--- src/core/rsbx_map.vh ---
// Register offsets, field positions, opcodes and timing counts of the return/skip/bit executor
`ifndef RSBX_MAP_VH
`define RSBX_MAP_VH

// Register byte offsets on the AXI4-Lite slave
`define RSBX_ADDR_INSTR 8'h00
`define RSBX_ADDR_W 8'h04
`define RSBX_ADDR_STATUS 8'h08
`define RSBX_ADDR_FSRPTR 8'h0c
`define RSBX_ADDR_PC 8'h10
`define RSBX_ADDR_TIMER 8'h14
`define RSBX_ADDR_STACK 8'h18
`define RSBX_ADDR_SHW 8'h1c
`define RSBX_ADDR_SHSTATUS 8'h20
`define RSBX_ADDR_SHPTR 8'h24
`define RSBX_ADDR_SHPC 8'h28
`define RSBX_ADDR_STATE 8'h2c
`define RSBX_ADDR_WAKE 8'h30
// File registers sit at 8'h80 + 4*index
`define RSBX_FILE_SEL_BIT 7

// Status bit positions
`define RSBX_ST_CARRY 0
`define RSBX_ST_HALFC 1
`define RSBX_ST_ZERO 2
`define RSBX_ST_PDOWN 3
`define RSBX_ST_TMOUT 4
// Timeout and power-down bits, kept across interrupt return
`define RSBX_ST_KEEP_MASK 8'h18

// File indices that alias core registers
`define RSBX_F_TIMER 5'h01
`define RSBX_F_STATUS 5'h03
`define RSBX_F_PTR 5'h04

// Opcodes
`define RSBX_OP_SLEEP 12'h003
`define RSBX_OP_RETURN 12'h00c
`define RSBX_OP_PRETURN 12'h00d
`define RSBX_OP_IRETURN 12'h00e
`define RSBX_OP_IRETURN_T 12'h00f
`define RSBX_OP_SKIP 12'h602
`define RSBX_OP_FORCE_C 12'h503
`define RSBX_OP_LITRET 4'h8
`define RSBX_OP_ROTL 7'h1b
`define RSBX_OP_ROTR 7'h19
`define RSBX_OP_TEST_ONE 4'h7
`define RSBX_OP_TEST_ZERO 4'h6
`define RSBX_OP_BITSET 4'h5

// Cycle counts
`define RSBX_CYC_RETURN 2'd3
`define RSBX_CYC_SINGLE 2'd1

// Reset values
`define RSBX_RST_STATUS 8'h18
`define RSBX_RST_PC 12'h000

// AXI responses
`define RSBX_RESP_OKAY 2'b00
`define RSBX_RESP_SLVERR 2'b10

`endif

--- src/core/rsbx_bit_alu.v ---
// Rotate, bit-force and skip-decision logic for one instruction word
`timescale 1ns/10ps
`default_nettype none
`include "rsbx_map.vh"

module rsbx_bit_alu (
    input wire [11:0] opcode,
    input wire [7:0] fileVal,
    input wire carryIn,
    output reg [7:0] result,
    output reg carryOut,
    output reg fileWe,
    output reg carryWe,
    output reg skipOut
);
    reg [7:0] bitMask;

    always @* begin
        bitMask = 8'h01 << opcode[7:5];
        result = fileVal;
        carryOut = carryIn;
        fileWe = 1'b0;
        carryWe = 1'b0;
        skipOut = 1'b0;
        if (opcode == `RSBX_OP_FORCE_C) begin
            carryOut = 1'b1;
            carryWe = 1'b1;
        end else if (opcode == `RSBX_OP_SKIP) begin
            skipOut = 1'b1;
        end else if (opcode[11:5] == `RSBX_OP_ROTL) begin
            result = {fileVal[6:0], carryIn};
            carryOut = fileVal[7];
            fileWe = 1'b1;
            carryWe = 1'b1;
        end else if (opcode[11:5] == `RSBX_OP_ROTR) begin
            result = {carryIn, fileVal[7:1]};
            carryOut = fileVal[0];
            fileWe = 1'b1;
            carryWe = 1'b1;
        end else if (opcode[11:8] == `RSBX_OP_TEST_ONE) begin
            // Carry test is bit 0 of the status file
            skipOut = (fileVal & bitMask) != 8'h00;
        end else if (opcode[11:8] == `RSBX_OP_TEST_ZERO) begin
            skipOut = (fileVal & bitMask) == 8'h00;
        end else if (opcode[11:8] == `RSBX_OP_BITSET) begin
            result = fileVal | bitMask;
            fileWe = 1'b1;
        end
    end
endmodule // rsbx_bit_alu

`default_nettype wire

--- src/core/rsbx_exec.v ---
// Return, skip and bit instruction executor with an AXI4-Lite register slave
//
// Added by the designer: the address map and register access over AXI4-Lite.
`timescale 1ns/10ps
`default_nettype none
`include "rsbx_map.vh"

module rsbx_exec #(
    parameter LARGE_PAGE = 0
) (
    input wire clk,
    input wire rstn,
    input wire [7:0] s_axi_awaddr,
    input wire s_axi_awvalid,
    output reg s_axi_awready,
    input wire [31:0] s_axi_wdata,
    input wire [3:0] s_axi_wstrb,
    input wire s_axi_wvalid,
    output reg s_axi_wready,
    output reg [1:0] s_axi_bresp,
    output reg s_axi_bvalid,
    input wire s_axi_bready,
    input wire [7:0] s_axi_araddr,
    input wire s_axi_arvalid,
    output reg s_axi_arready,
    output reg [31:0] s_axi_rdata,
    output reg [1:0] s_axi_rresp,
    output reg s_axi_rvalid,
    input wire s_axi_rready,
    output reg wdtClear_q,
    output reg oscStopped_q
);
    reg [7:0] w_q;
    reg [7:0] status_q;
    reg [7:0] ptr_q;
    reg [11:0] pc_q;
    reg [7:0] timer_q;
    reg [11:0] stackTop_q;
    reg [7:0] shW_q;
    reg [7:0] shStatus_q;
    reg [7:0] shPtr_q;
    reg [11:0] shPc_q;
    reg [7:0] fileMem_q [0:31];
    reg skip_q;
    reg [1:0] waitCnt_q;
    reg awHave_q;
    reg [7:0] awAddr_q;
    reg wHave_q;
    reg [31:0] wData_q;
    reg [3:0] wStrb_q;
    integer i;

    wire [7:0] fileView [0:31];
    wire [11:0] opcode = wData_q[11:0];
    wire [4:0] fileIdx = opcode[4:0];
    wire doWrite = awHave_q && wHave_q && (waitCnt_q == 2'd0) && !s_axi_bvalid;
    wire isInstr = (awAddr_q == `RSBX_ADDR_INSTR);
    wire [7:0] aluResult;
    wire aluCarry;
    wire aluFileWe;
    wire aluCarryWe;
    wire aluSkip;

    // Timer, status and pointer appear in the file space as in the core
    genvar g;
    generate
        for (g = 0; g < 32; g = g + 1) begin : gFileView
            assign fileView[g] = (g == `RSBX_F_TIMER) ? timer_q :
                                 (g == `RSBX_F_STATUS) ? status_q :
                                 (g == `RSBX_F_PTR) ? ptr_q : fileMem_q[g];
        end
    endgenerate

    rsbx_bit_alu uAlu (
        .opcode(opcode),
        .fileVal(fileView[fileIdx]),
        .carryIn(status_q[`RSBX_ST_CARRY]),
        .result(aluResult),
        .carryOut(aluCarry),
        .fileWe(aluFileWe),
        .carryWe(aluCarryWe),
        .skipOut(aluSkip)
    );

    // 12-bit registers take byte lanes 0 and 1 only
    function [11:0] applyStrb;
        input [11:0] oldV;
        input [31:0] newV;
        input [3:0] strb;
        begin
            applyStrb = oldV;
            if (strb[0]) begin
                applyStrb[7:0] = newV[7:0];
            end
            if (strb[1]) begin
                applyStrb[11:8] = newV[11:8];
            end
        end
    endfunction

    function isMapped;
        input [7:0] addr;
        begin
            isMapped = addr[`RSBX_FILE_SEL_BIT] || (addr[1:0] == 2'b00 && addr <= `RSBX_ADDR_WAKE);
        end
    endfunction

    // Page bits taken from the return address
    function [7:0] pagedStatus;
        input [7:0] st;
        input [11:0] retAddr;
        begin
            pagedStatus = st;
            if (LARGE_PAGE != 0) begin
                pagedStatus[7:5] = retAddr[11:9];
            end else begin
                pagedStatus[6:5] = retAddr[10:9];
            end
        end
    endfunction

    reg [31:0] rdMux;
    always @* begin
        rdMux = 32'h00000000;
        if (s_axi_araddr[`RSBX_FILE_SEL_BIT]) begin
            rdMux = {24'h000000, fileView[s_axi_araddr[6:2]]};
        end else begin
            case ({s_axi_araddr[7:2], 2'b00})
                `RSBX_ADDR_W: rdMux = {24'h000000, w_q};
                `RSBX_ADDR_STATUS: rdMux = {24'h000000, status_q};
                `RSBX_ADDR_FSRPTR: rdMux = {24'h000000, ptr_q};
                `RSBX_ADDR_PC: rdMux = {20'h00000, pc_q};
                `RSBX_ADDR_TIMER: rdMux = {24'h000000, timer_q};
                `RSBX_ADDR_STACK: rdMux = {20'h00000, stackTop_q};
                `RSBX_ADDR_SHW: rdMux = {24'h000000, shW_q};
                `RSBX_ADDR_SHSTATUS: rdMux = {24'h000000, shStatus_q};
                `RSBX_ADDR_SHPTR: rdMux = {24'h000000, shPtr_q};
                `RSBX_ADDR_SHPC: rdMux = {20'h00000, shPc_q};
                `RSBX_ADDR_STATE: rdMux = {29'h0, oscStopped_q, skip_q, waitCnt_q != 2'd0};
                default: rdMux = 32'h00000000;
            endcase
        end
    end

    // Read channel
    always @(posedge clk) begin
        if (!rstn) begin
            s_axi_arready <= 1'b1;
            s_axi_rvalid <= 1'b0;
            s_axi_rdata <= 32'h00000000;
            s_axi_rresp <= `RSBX_RESP_OKAY;
        end else if (s_axi_arvalid && s_axi_arready) begin
            s_axi_arready <= 1'b0;
            s_axi_rvalid <= 1'b1;
            s_axi_rdata <= rdMux;
            s_axi_rresp <= isMapped(s_axi_araddr) ? `RSBX_RESP_OKAY : `RSBX_RESP_SLVERR;
        end else if (s_axi_rvalid && s_axi_rready) begin
            s_axi_rvalid <= 1'b0;
            s_axi_arready <= 1'b1;
        end
    end

    // Write address and data, taken in either order
    always @(posedge clk) begin
        if (!rstn) begin
            s_axi_awready <= 1'b1;
            s_axi_wready <= 1'b1;
            awHave_q <= 1'b0;
            wHave_q <= 1'b0;
            awAddr_q <= 8'h00;
            wData_q <= 32'h00000000;
            wStrb_q <= 4'h0;
        end else begin
            if (s_axi_awvalid && s_axi_awready) begin
                s_axi_awready <= 1'b0;
                awHave_q <= 1'b1;
                awAddr_q <= s_axi_awaddr;
            end else if (doWrite) begin
                awHave_q <= 1'b0;
            end else if (s_axi_bvalid && s_axi_bready) begin
                s_axi_awready <= 1'b1;
            end
            if (s_axi_wvalid && s_axi_wready) begin
                s_axi_wready <= 1'b0;
                wHave_q <= 1'b1;
                wData_q <= s_axi_wdata;
                wStrb_q <= s_axi_wstrb;
            end else if (doWrite) begin
                wHave_q <= 1'b0;
            end else if (s_axi_bvalid && s_axi_bready) begin
                s_axi_wready <= 1'b1;
            end
        end
    end

    // Response is held back until the instruction's cycles have run
    always @(posedge clk) begin
        if (!rstn) begin
            s_axi_bvalid <= 1'b0;
            s_axi_bresp <= `RSBX_RESP_OKAY;
            waitCnt_q <= 2'd0;
        end else if (doWrite) begin
            s_axi_bresp <= isMapped(awAddr_q) ? `RSBX_RESP_OKAY : `RSBX_RESP_SLVERR;
            if (isInstr && !oscStopped_q && !skip_q &&
                (opcode[11:4] == 8'h00 && opcode[3:2] == 2'b11 || opcode[11:8] == `RSBX_OP_LITRET)) begin
                waitCnt_q <= `RSBX_CYC_RETURN - 2'd1;
            end else begin
                s_axi_bvalid <= 1'b1;
            end
        end else if (waitCnt_q != 2'd0) begin
            waitCnt_q <= waitCnt_q - 2'd1;
            if (waitCnt_q == 2'd1) begin
                s_axi_bvalid <= 1'b1;
            end
        end else if (s_axi_bvalid && s_axi_bready) begin
            s_axi_bvalid <= 1'b0;
        end
    end

    // Core state: bus writes and instruction execution
    always @(posedge clk) begin
        if (!rstn) begin
            w_q <= 8'h00;
            status_q <= `RSBX_RST_STATUS;
            ptr_q <= 8'h00;
            pc_q <= `RSBX_RST_PC;
            timer_q <= 8'h00;
            stackTop_q <= 12'h000;
            shW_q <= 8'h00;
            shStatus_q <= 8'h00;
            shPtr_q <= 8'h00;
            shPc_q <= 12'h000;
            skip_q <= 1'b0;
            wdtClear_q <= 1'b0;
            oscStopped_q <= 1'b0;
            for (i = 0; i < 32; i = i + 1) begin
                fileMem_q[i] <= 8'h00;
            end
        end else begin
            wdtClear_q <= 1'b0;
            if (doWrite && isInstr) begin
                // A sleeping core ignores instruction words until woken
                if (oscStopped_q) begin
                    pc_q <= pc_q;
                end else if (skip_q) begin
                    skip_q <= 1'b0;
                    pc_q <= pc_q + 12'h001;
                end else if (opcode == `RSBX_OP_IRETURN || opcode == `RSBX_OP_IRETURN_T) begin
                    if (opcode == `RSBX_OP_IRETURN_T) begin
                        timer_q <= timer_q + w_q;
                    end
                    w_q <= shW_q;
                    status_q <= (shStatus_q & ~`RSBX_ST_KEEP_MASK) | (status_q & `RSBX_ST_KEEP_MASK);
                    ptr_q <= shPtr_q;
                    pc_q <= shPc_q;
                end else if (opcode == `RSBX_OP_PRETURN) begin
                    pc_q <= stackTop_q;
                    status_q <= pagedStatus(status_q, stackTop_q);
                end else if (opcode == `RSBX_OP_RETURN) begin
                    pc_q <= stackTop_q;
                end else if (opcode[11:8] == `RSBX_OP_LITRET) begin
                    w_q <= opcode[7:0];
                    pc_q <= stackTop_q;
                end else if (opcode == `RSBX_OP_SLEEP) begin
                    wdtClear_q <= 1'b1;
                    oscStopped_q <= 1'b1;
                    status_q[`RSBX_ST_TMOUT] <= 1'b1;
                    status_q[`RSBX_ST_PDOWN] <= 1'b0;
                    pc_q <= pc_q + 12'h001;
                end else begin
                    pc_q <= pc_q + 12'h001;
                    skip_q <= aluSkip;
                    if (aluFileWe && fileIdx == `RSBX_F_STATUS) begin
                        status_q <= aluCarryWe ? {aluResult[7:1], aluCarry} : aluResult;
                    end else begin
                        if (aluCarryWe) begin
                            status_q[`RSBX_ST_CARRY] <= aluCarry;
                        end
                        if (aluFileWe) begin
                            if (fileIdx == `RSBX_F_TIMER) begin
                                timer_q <= aluResult;
                            end else if (fileIdx == `RSBX_F_PTR) begin
                                ptr_q <= aluResult;
                            end else begin
                                fileMem_q[fileIdx] <= aluResult;
                            end
                        end
                    end
                end
            end else if (doWrite && awAddr_q[`RSBX_FILE_SEL_BIT]) begin
                if (wStrb_q[0]) begin
                    fileMem_q[awAddr_q[6:2]] <= wData_q[7:0];
                end
            end else if (doWrite) begin
                case (awAddr_q)
                    `RSBX_ADDR_W: w_q <= wStrb_q[0] ? wData_q[7:0] : w_q;
                    `RSBX_ADDR_STATUS: status_q <= wStrb_q[0] ? wData_q[7:0] : status_q;
                    `RSBX_ADDR_FSRPTR: ptr_q <= wStrb_q[0] ? wData_q[7:0] : ptr_q;
                    `RSBX_ADDR_PC: pc_q <= applyStrb(pc_q, wData_q, wStrb_q);
                    `RSBX_ADDR_TIMER: timer_q <= wStrb_q[0] ? wData_q[7:0] : timer_q;
                    `RSBX_ADDR_STACK: stackTop_q <= applyStrb(stackTop_q, wData_q, wStrb_q);
                    `RSBX_ADDR_SHW: shW_q <= wStrb_q[0] ? wData_q[7:0] : shW_q;
                    `RSBX_ADDR_SHSTATUS: shStatus_q <= wStrb_q[0] ? wData_q[7:0] : shStatus_q;
                    `RSBX_ADDR_SHPTR: shPtr_q <= wStrb_q[0] ? wData_q[7:0] : shPtr_q;
                    `RSBX_ADDR_SHPC: shPc_q <= applyStrb(shPc_q, wData_q, wStrb_q);
                    `RSBX_ADDR_WAKE: oscStopped_q <= (wStrb_q[0] && wData_q[0]) ? 1'b0 : oscStopped_q;
                    default: skip_q <= skip_q;
                endcase
            end
        end
    end
endmodule // rsbx_exec

`default_nettype wire

--- config.mk ---
export PLATFORM = sky130hd
export DESIGN_NAME = rsbx_exec
export DESIGN_NICKNAME = d
export VERILOG_FILES = /design/src/core/rsbx_bit_alu.v /design/src/core/rsbx_exec.v
export VERILOG_INCLUDE_DIRS = /design/src /design/src/core
export SDC_FILE = /design/constraint.sdc
export NUM_CORES = 1
export LEC_CHECK = 0
export BUFFER_PORTS_ARGS = -buffer_cell sky130_fd_sc_hd__buf_2
export CAP_MARGIN = 25
export CELL_PAD_IN_SITES_DETAIL_PLACEMENT = 1
export CELL_PAD_IN_SITES_GLOBAL_PLACEMENT = 2
export CORE_MARGIN = 2
export CORE_UTILIZATION = 41
export DETAILED_ROUTE_END_ITERATION = 8
export GPL_TIMING_DRIVEN = 0
export PLACE_DENSITY_LB_ADDON = 0.1
export SLEW_MARGIN = 20
export SYNTH_ARGS = -nofsm -noshare
export SYNTH_HDL_FRONTEND = slang
export SYNTH_SLANG_ARGS = --single-unit
--- constraint.sdc ---
create_clock -name clk -period 3.8 [get_ports clk]
set_input_delay 0.38 -clock clk [delete_from_list [all_inputs] [get_ports clk]]
set_output_delay 0.38 -clock clk [all_outputs]
set_load 0.05 [all_outputs]
==> results.toml, run 1 <==
[status]
status = "completed"

[clock_network]
cts_tree = "yes"
clk_pin_slew_ps = 60
cts-root-buf = "clkbuf_16"
numCtsBuffers = 44
ctsHoldBuffers = 0
clock-sinks = 372
htreeDepth = 2
clk_path_buf_depth = 3
clkLatencyLatePin_ps = 600

[route]
drc = 0
first_pass_iters = 5
ant_nets = 0
routedWlPerCell_um = 32.6
drt-initial-drc-count = 1740
routed_via_density = 6.36
routed_wl_um = 91600
vias = 17852

[sta]
max_freq_mhz = 265
rsz0062_at_grt = "yes"
slew_viol_final = 0
slew-limit-headroom = 0.242
setup_slack_ps = 25.4
timing.setup.tns_ps = 0
worst_pin_slew_ps = 1140
finalHoldViolCount = 0
fin_crit_ps = 3770
fin_worst_skew_ps = 29.8
timing.final.crit_share = 0.993
setup_viol = 0

[job]
cap_violations = 0

[critical_path]
crit_start = "wData_q[1]"
path_cells = "buf_12 -> buf_12 -> buf_12 -> buf_12 -> mux2i_2 -> o221ai_1 -> a211oi_2 -> a21o_2 -> mux2_2 -> a22oi_2 -> a21boi_0 -> a31oi_1"
slowest_delay_ps = 770
path_common_cell = "buf_12"
crit_buf_inv = 4
worst-path-max-fanout = 10
setup.worst_path.start_class = "flip-flop"
crit_arrival_ps = 4210
endpoint_kind = "flip-flop"
r2r-start = "wData_q[1]"
crit_required_ps = 4230
slowest_stage = "a21boi_0"
critPathKind = "reg -> reg"
critPathTopFamily = "compound AO/OA/AOI/OAI gates"

[die]
initial_core_util = 0.414
die_area_mm2 = 0.0523
die_y_um = 229
ios = 102
coreArea_mm2 = 0.0501
die_w_um = 229
num_rows = 82

[hold_path]
hold_class = "in -> reg"
hold_start = "s_axi_awaddr[6]"

[grt]
grt_most_used_layer = "met2"
grt_util_met1 = 0.424
grtUsageTotal = 0.346
grtUsageMet3 = 0.0503
grt_pass1_vias = 18132
grt.overflow.total = 0
grt_max_degree = 13
grtUsageMet2 = 0.584
grt_pass1_wl_um = 130000
antenna_found_initial = 2

[synth]
syn_area_mm2 = 0.0207
postSynthCellCount = 1976
ys_seq_area_frac = 0.472
ys_ff_latch = 372
synth_area_per_cell_um2 = 10.5
synth_cell_type_count = 86
yosys_warnings = 0
synthFlopType = "edfxtp_1"
async_flop_share = 0
synth_edf_count = 232

[power]
ir_drop_uv = 369
p_leak_uw = 0.00818
power.density_mw_per_mm2 = 439

[layout]
fillers = 5542
nets = 2179
syn2layout_area_growth_pct = 14.9
diodes = 0
layout-drive-gt1-share = 0.220
multi_input_area_mm2 = 0.0103
register_area_mm2 = 0.00977

[place]
gp_congestion = 0.980
dp.final_hpwl_um = 68800
portBuffers = 54
pre_cts_ws_ps = -1100
repair_timing:
item / CTS / global route
gates resized for setup: 86 / 38
setup buffers: 0 / 9
pin swaps: 2 / 3
endpoints found under the setup margin: 468 / 336
synthesized netlist by cell type, types with 29 or more instances:
master	count	area, um^2
clkbuf_1	93	349
a221oi_1	29	254
a21oi_1	127	636
nor2_1	385	1450
nor3_1	31	155
mux2i_1	80	801
buf_2	33	165
a31oi_1	38	238
buf_4	33	248
nand3_1	32	160
mux4_2	106	2390
nand2_1	177	664
edfxtp_1	232	6970
o21ai_0	53	265
dfxtp_1	140	2800
tightest hold or removal path: cells and delay by family:
kind | cells | cell delay (ps)
and+or+nand+nor | 1 | 50
AOI/OAI and AO/OA | 1 | 50
buffers and inverters | 1 | 90
path summary, 6_finish.rpt:
check              endpoint  slack [ps]  depth (start not counted)
min             awAddr_q[6]          40                          3
max                ptr_q[4]          30                         12
max reg2reg        ptr_q[4]          30                         12
min reg2reg  s_axi_rdata[6]         480                          2
power by group:
group,switching (uW),internal [uW],total (uW)
Sequential,87.1,4410,4490
Clock,1760,2420,4180
Combinational,1210,555,1760
state kept, by name, indices dropped and copies added, names as in the netlist, 2 cells and up:
register / count
fileMem_q: 232
wStrb_q: 2
shW_q: 8
status_q: 8
shPc_q: 12
shStatus_q: 8
s_axi_rdata: 12
wData_q: 12
w_q: 8
shPtr_q: 8
awAddr_q: 8
ptr_q: 8
timer_q: 8
waitCnt_q: 2
pc_q: 12
stackTop_q: 12
layer usage:
metal | up-vias | routed length, um | share of wire
met5 | - | 20 | 0.00022
li1 | 7607 | - | -
met2 | 881 | 44400 | 0.49
met3 | 269 | 6360 | 0.069
met1 | 9091 | 34800 | 0.38
met4 | 4 | 5970 | 0.065
logic make-up after synthesis:
group	count (synthesis)	share of synthesized area
multiplexers	210	0.171
buffers and inverters	203	0.0520
XOR/XNOR	16	0.00676
other	1	0.000181
adder cells (fa/ha/maj)	11	0.00701
AND/OR/NAND/NOR	747	0.157
flip-flops	372	0.472
AO/OA/AOI/OAI	416	0.135
stage by stage:
step,instance area (um^2),util,hold WS [ps],power [uW],instances
2_1_floorplan,20800,-,445,5600,1997
3_3_place_gp,21900,0.438,461,6220,2723
3_5_place_dp,21900,0.438,469,6250,2726
4_1_cts,23600,0.471,20.7,10400,2800
5_1_grt,23800,0.475,50.5,10700,2809
6_report,23800,0.475,41.0,10400,2809
placed cells by master, fill, tap and decap left out, drive strengths merged, types with 7 or more instances in the layout:
| cell | instances |
|---|---|
| a211oi | 20 |
| a21oi | 130 |
| a221oi | 29 |
| a22o | 22 |
| a22oi | 19 |
| a311oi | 7 |
| a31oi | 38 |
| and2 | 15 |
| buf | 156 |
| clkbuf | 153 |
| clkinv | 15 |
| conb | 22 |
| dfxtp | 140 |
| edfxtp | 232 |
| ha | 10 |
| inv | 16 |
| mux2 | 18 |
| mux2i | 81 |
| mux4 | 111 |
| nand2 | 177 |
| nand2b | 16 |
| nand3 | 32 |
| nand3b | 7 |
| nand4 | 12 |
| nor2 | 410 |
| nor2b | 8 |
| nor3 | 32 |
| nor4 | 10 |
| o21ai | 57 |
| o221ai | 13 |
| o22ai | 24 |
| xnor2 | 10 |
area by class of cell:
type                       instances  share of cell area
multi-input combinational       1422               0.431
sequential                       372               0.410
clock buffer                      57              0.0505
buffer                           184              0.0442
tap                              672              0.0353
timing repair buffer              68              0.0184
clock inverter                    17             0.00715
inverter                          17             0.00268
Note: power is estimated with default switching activity, not from simulation.
==> inputs of run 2 (changes only) <==
--- a/config.mk
+++ b/config.mk
@@ -15,6 +15,7 @@
 export DETAILED_ROUTE_END_ITERATION = 8
 export GPL_TIMING_DRIVEN = 0
 export PLACE_DENSITY_LB_ADDON = 0.1
+export REMOVE_ABC_BUFFERS = 1
 export SLEW_MARGIN = 20
 export SYNTH_ARGS = -nofsm -noshare
 export SYNTH_HDL_FRONTEND = slang
==> run 2 against run 1 <==
Effect of this change:
- hold slack lost 20 ps
- power shrank 0.59%
- final cell count shrank 4.9%
- routed wire length shrank 11%
- combinational power shrank 9%
- final area shrank 1.7%
- utilization shrank 0.79 points
- worst setup slack gained 48 ps
- via count shrank 4.8%
- critical path type unchanged
==> results.toml, run 2 (synthesized netlist as in run 1, its figures left out) <==
[status]
status = "completed"

[sta]
whs_ps = 21.1
slew-limit-headroom = 0.273
rsz0062_at_grt = "yes"
timing.setup.tns_ps = 0
max_freq_mhz = 268
fin_crit_ps = 3730
setup_viol = 0
slew_viol_final = 0
finalHoldViolCount = 0
fin_worst_skew_ps = 17.3
timing.final.crit_share = 0.981
worst_pin_slew_ps = 1090

[layout]
most-common-layout-cells = "nor2_1, edfxtp_1, nand2_1"
diodes = 0
stdcell_count = 2671
regMostFlops = "fileMem_q"
fillers = 5500
nets = 2036
syn2layout_area_growth_pct = 13.0
layout-drive-gt1-share = 0.197
layout_commonest_cell = "nor2_1"
largest_reg_flops = 232

[clock_network]
numCtsBuffers = 46
clkLatencyLatePin_ps = 600
cts-root-buf = "clkbuf_16"
htreeDepth = 2
cts_tree = "yes"
clk_path_buf_depth = 3
ctsHoldBuffers = 0
clock-sinks = 372
clk_pin_slew_ps = 60

[critical_path]
slowest_stage = "o31a_1"
cp-endpoint = "fileMem_q[16][7]"
regToRegSetupSlack_ps = 70
endpoint_kind = "flip-flop"
worstRegToRegCells = 8
critPathKind = "reg -> reg"
crit_start = "waitCnt_q[0]"
crit_arrival_ps = 4000
crit_required_ps = 4070
path_cells = "inv_1 -> ha_1 -> and4b_1 -> nand3_4 -> o31a_1 -> nor2_4 -> nand2_1 -> nand2_2"
r2r-start = "waitCnt_q[0]"
r2r-end = "fileMem_q[16][7]"
setup.worst_path.start_class = "flip-flop"
slowest_delay_ps = 530
worst-path-max-fanout = 14

[die]
die_area_mm2 = 0.0523
coreArea_mm2 = 0.0501
die_w_um = 229
ios = 102
die_y_um = 229
num_rows = 82
initial_core_util = 0.414

[power]
p_leak_uw = 0.00793
ir_drop_uv = 289
power.density_mw_per_mm2 = 443
power_uw = 10400

[route]
drc = 0
ant_nets = 0
routed_wl_um = 81600
routedWlPerCell_um = 30.6
vias = 17000
first_pass_iters = 6
drt-initial-drc-count = 1712
routed_via_density = 6.36

[place]
dp.final_hpwl_um = 58800
gp_congestion = 0.878
portBuffers = 57
dp_cells = 2564

[grt]
grt_max_degree = 65
grt.overflow.total = 0
grtUsageTotal = 0.311
antenna_found_initial = 1
grt_pass1_wl_um = 121000
grt_pass1_vias = 17421

[job]
cap_violations = 0

[hold_path]
hold_class = "in -> reg"
## run 2: through the flow
step | utilization | area, um^2 | setup slack, ps
floorplan | - | 19800 | -2730
global placement | 0.418 | 20900 | -7360
detailed placement | 0.430 | 21500 | -890
CTS | 0.463 | 23200 | 2.70
global route | 0.467 | 23400 | -64.6
finish | 0.467 | 23400 | 73.8
## run 2: timing repair
| action | CTS | global route |
|---|---|---|
| buffers inserted | 18 | 7 |
| pin swaps | 3 | 6 |
| endpoints found under the hold margin | 0 | 0 |
| gates resized for setup | 29 | 19 |
| endpoints found under the setup margin | 479 | 333 |
| cloned | 0 | 0 |
## run 2: worst max-delay path, delay by kind of cell, from the launching register on
kind                       cells  cell delay (ps)
and+or+nand+nor                5             2010
AOI/OAI and AO/OA              1              530
DFF                            1              320
adders and majority gates      1              460
buffers and inverters          1               80
## run 2: routing by layer
layer,wire (um),vias to the layer above,part of all wire,track usage
met2,39200,704,0.48,0.519
met1,32900,8753,0.40,0.395
met5,0,-,0,0
li1,-,7326,-,-
met3,5090,217,0.062,0.0469
met4,4390,0,0.054,0.155
## run 2: worst min-delay path by stage
stage / startpoint / slack, ps / cells past startpoint / endpoint
floorplan: wStrb_q[1] / 450 / 2 / wStrb_q[1]
global placement: s_axi_rdata[9] / 460 / 2 / s_axi_rdata[9]
CTS: s_axi_wdata[3] / 7 / 3 / wData_q[3]
finish: s_axi_wdata[3] / 20 / 3 / wData_q[3]
global route: s_axi_wdata[0] / 40 / 3 / wData_q[0]
detailed placement: s_axi_rdata[11] / 480 / 2 / s_axi_rdata[11]
## run 2: cell type report
cell class | count | area [um^2] | share of cell area
Clock buffer | 60 | 1260 | 0.0537
Sequential cell | 372 | 9790 | 0.418
Clock inverter | 21 | 143 | 0.00609
Multi-Input combinational cell | 1422 | 10200 | 0.437
Timing Repair Buffer | 107 | 1070 | 0.0459
Inverter | 17 | 72.6 | 0.00310
Tap cell | 672 | 841 | 0.0359
## run 2: power breakdown
group          internal, uW  switching, uW  total (uW)  leakage, uW
clock                  2390           1800        4190     0.000692
sequential             4410            174        4580      0.00353
combinational           567           1040        1610      0.00371
total                  7370           3010       10400      0.00793
==> inputs of run 3 (changes only) <==
==> constraint.sdc (replaced) <==
create_clock -name clk -period 3.6 [get_ports clk]
set_input_delay 0.36 -clock clk [delete_from_list [all_inputs] [get_ports clk]]
set_output_delay 0.36 -clock clk [all_outputs]
set_load 0.1 [all_outputs]
==> run 3 against run 2 <==
Effect of this change:
- maximum frequency increased by 4.2%
- combinational power is 13% higher
- via count grew 0.64%
- die area stayed put
- critical path depth up 1
- hold slack worse by 2.9 ps
- global-route usage up 0.15 points
- register-to-register slack worse by 50 ps
- sequential share of layout area down 0.35 points
- largest power group unchanged
- critical path type unchanged
==> results.toml, run 3 (synthesized netlist as in run 1, its figures left out) <==
[clock_network]
cts-root-buf = "clkbuf_16"
cts_tree = "yes"
numCtsBuffers = 46
htreeDepth = 2
clock-sinks = 372
clk_path_buf_depth = 3
clk_pin_slew_ps = 50
clkLatencyLatePin_ps = 600

[sta]
max_freq_mhz = 280
worst_pin_slew_ps = 1040
fin_crit_ps = 3570
whs_ps = 18.2
slew_viol_final = 0
fin_worst_skew_ps = 22.2
timing.final.crit_share = 0.993
finalHoldViolCount = 0
setup_slack_ps = 25.5
setup_viol = 0
slew-limit-headroom = 0.299
rsz0062_at_grt = "no"

[layout]
stdcell_count = 2686
diodes = 0
fillers = 5505
layout-drive-gt1-share = 0.208
largest_reg_flops = 232
post-route-util = 0.471
regMostFlops = "fileMem_q"
most-common-layout-cells = "nor2_1, edfxtp_1, nand2_1"
nets = 2051
syn2layout_area_growth_pct = 13.9
layout_commonest_cell = "nor2_1"

[route]
routedWlPerCell_um = 30.5
drc = 0
vias = 17109
routed_via_density = 6.37
drt-initial-drc-count = 1784
first_pass_iters = 5
ant_nets = 0
routed_wl_um = 81900

[critical_path]
path_common_cell = "nor2_1"
critPathKind = "reg -> reg"
path_cells = "buf_12 -> mux4_2 -> o21ai_0 -> a22oi_2 -> nor2_1 -> o21ai_1 -> a31oi_4 -> buf_16 -> nor2_1"
slowest_delay_ps = 600
crit_required_ps = 3930
r2r-start = "wData_q[2]"
r2r-end = "fileMem_q[16][7]"
endpoint_kind = "flip-flop"
crit_arrival_ps = 3910
slowest_stage = "a31oi_4"
worstRegToRegCells = 9
setup.worst_path.start_class = "flip-flop"
worst-path-max-fanout = 42
regToRegSetupSlack_ps = 30

[power]
p_leak_uw = 0.00802
power.density_mw_per_mm2 = 470
ir_drop_uv = 304

[grt]
grt_most_used_layer = "met2"
grt_util_met1 = 0.396
antenna_found_initial = 0
grt_pass1_wl_um = 121000
grtUsageMet2 = 0.522
grtUsageMet3 = 0.0473
grt_max_degree = 65
grtUsageTotal = 0.312
grt.overflow.total = 0
grt_pass1_vias = 17558

[place]
dp_cells = 2564
gp_congestion = 0.878
dp.final_hpwl_um = 58800
portBuffers = 57
pre_cts_ws_ps = -1090

[die]
coreArea_mm2 = 0.0501
initial_core_util = 0.414
die_y_um = 229
ios = 102
die_area_mm2 = 0.0523
die_w_um = 229
num_rows = 82

[hold_path]
hold_start = "s_axi_awaddr[7]"
hold_class = "in -> reg"
holdPathStages = 3
holdPathEnd = "awAddr_q[7]"

[job]
cap_violations = 0

[status]
status = "completed"
[run 3: cell types whose count changed in the layout (fill, tap and decap cells not counted), moves of 2 or more]
cell and change:
buf_4 +9, nand2_1 -6, nand2_2 +5, dlygate4sd3_1 +4
clkinvlp_4 +2, dfxtp_1 -2, dfxtp_2 +2, inv_1 -2
[run 3: per-stage QoR]
step / area (um^2) / TNS, ps / total power [uW]
after floorplan: 19800 / -960840 / 5850
after global placement: 20900 / -2807110 / 6480
after detailed placement: 21500 / -341360 / 6600
after CTS: 23400 / 0 / 11100
after global routing: 23600 / 0 / 11400
final: 23600 / 0 / 11100
[run 3: how the worst max path moves through the flow]
stage,start,to,slack (ps),depth (start not counted)
2_1_floorplan,wData_q[1],fileMem_q[0][2],-2930,8
3_3_place_gp,wData_q[1],fileMem_q[11][2],-7560,8
3_5_place_dp,waitCnt_q[0],fileMem_q[10][7],-1090,8
4_1_cts,waitCnt_q[0],fileMem_q[12][7],7,10
5_1_grt,wData_q[8],fileMem_q[16][6],4,9
6_report,wData_q[2],fileMem_q[16][7],30,9
[run 3: final cells by class]
type	count	area (um^2)	area share
Clock inverter	21	143	0.00604
Sequential cell	372	9790	0.415
Clock buffer	60	1260	0.0532
Timing Repair Buffer	122	1230	0.0520
Inverter	17	80.1	0.00339
Multi-Input combinational cell	1422	10300	0.435
Tap cell	672	841	0.0356
[run 3: power breakdown]
| group | switching [uW] | internal [uW] |
|---|---|---|
| combinational | 1200 | 618 |
| clock | 1910 | 2530 |
| sequential | 182 | 4650 |
[run 3: what timing repair did]
item | in CTS | in global routing
setup buffers | 30 | 5
hold endpoints to repair | 4 | 0
resized for setup | 42 | 22
hold buffers | 4 | 0
pin swaps | 9 | 0
endpoints found under the setup margin | 496 | 288
cloned | 0 | 1
[run 3: routing by layer]
| metal | routed length, um | share of wire | vias up |
|---|---|---|---|
| li1 | - | - | 7349 |
| met1 | 33000 | 0.40 | 8820 |
| met3 | 5020 | 0.061 | 211 |
| met5 | 0 | 0 | - |
| met2 | 39200 | 0.48 | 729 |
| met4 | 4650 | 0.057 | 0 |
[run 3: critical path: cells and delay by family (launching register included)]
kind,cells,cell delay [ps]
buffers and inverters,2,540
multiplexers,1,340
AND/OR/NAND/NOR,2,220
flip-flops,1,590
AO/OA/AOI/OAI,4,1530
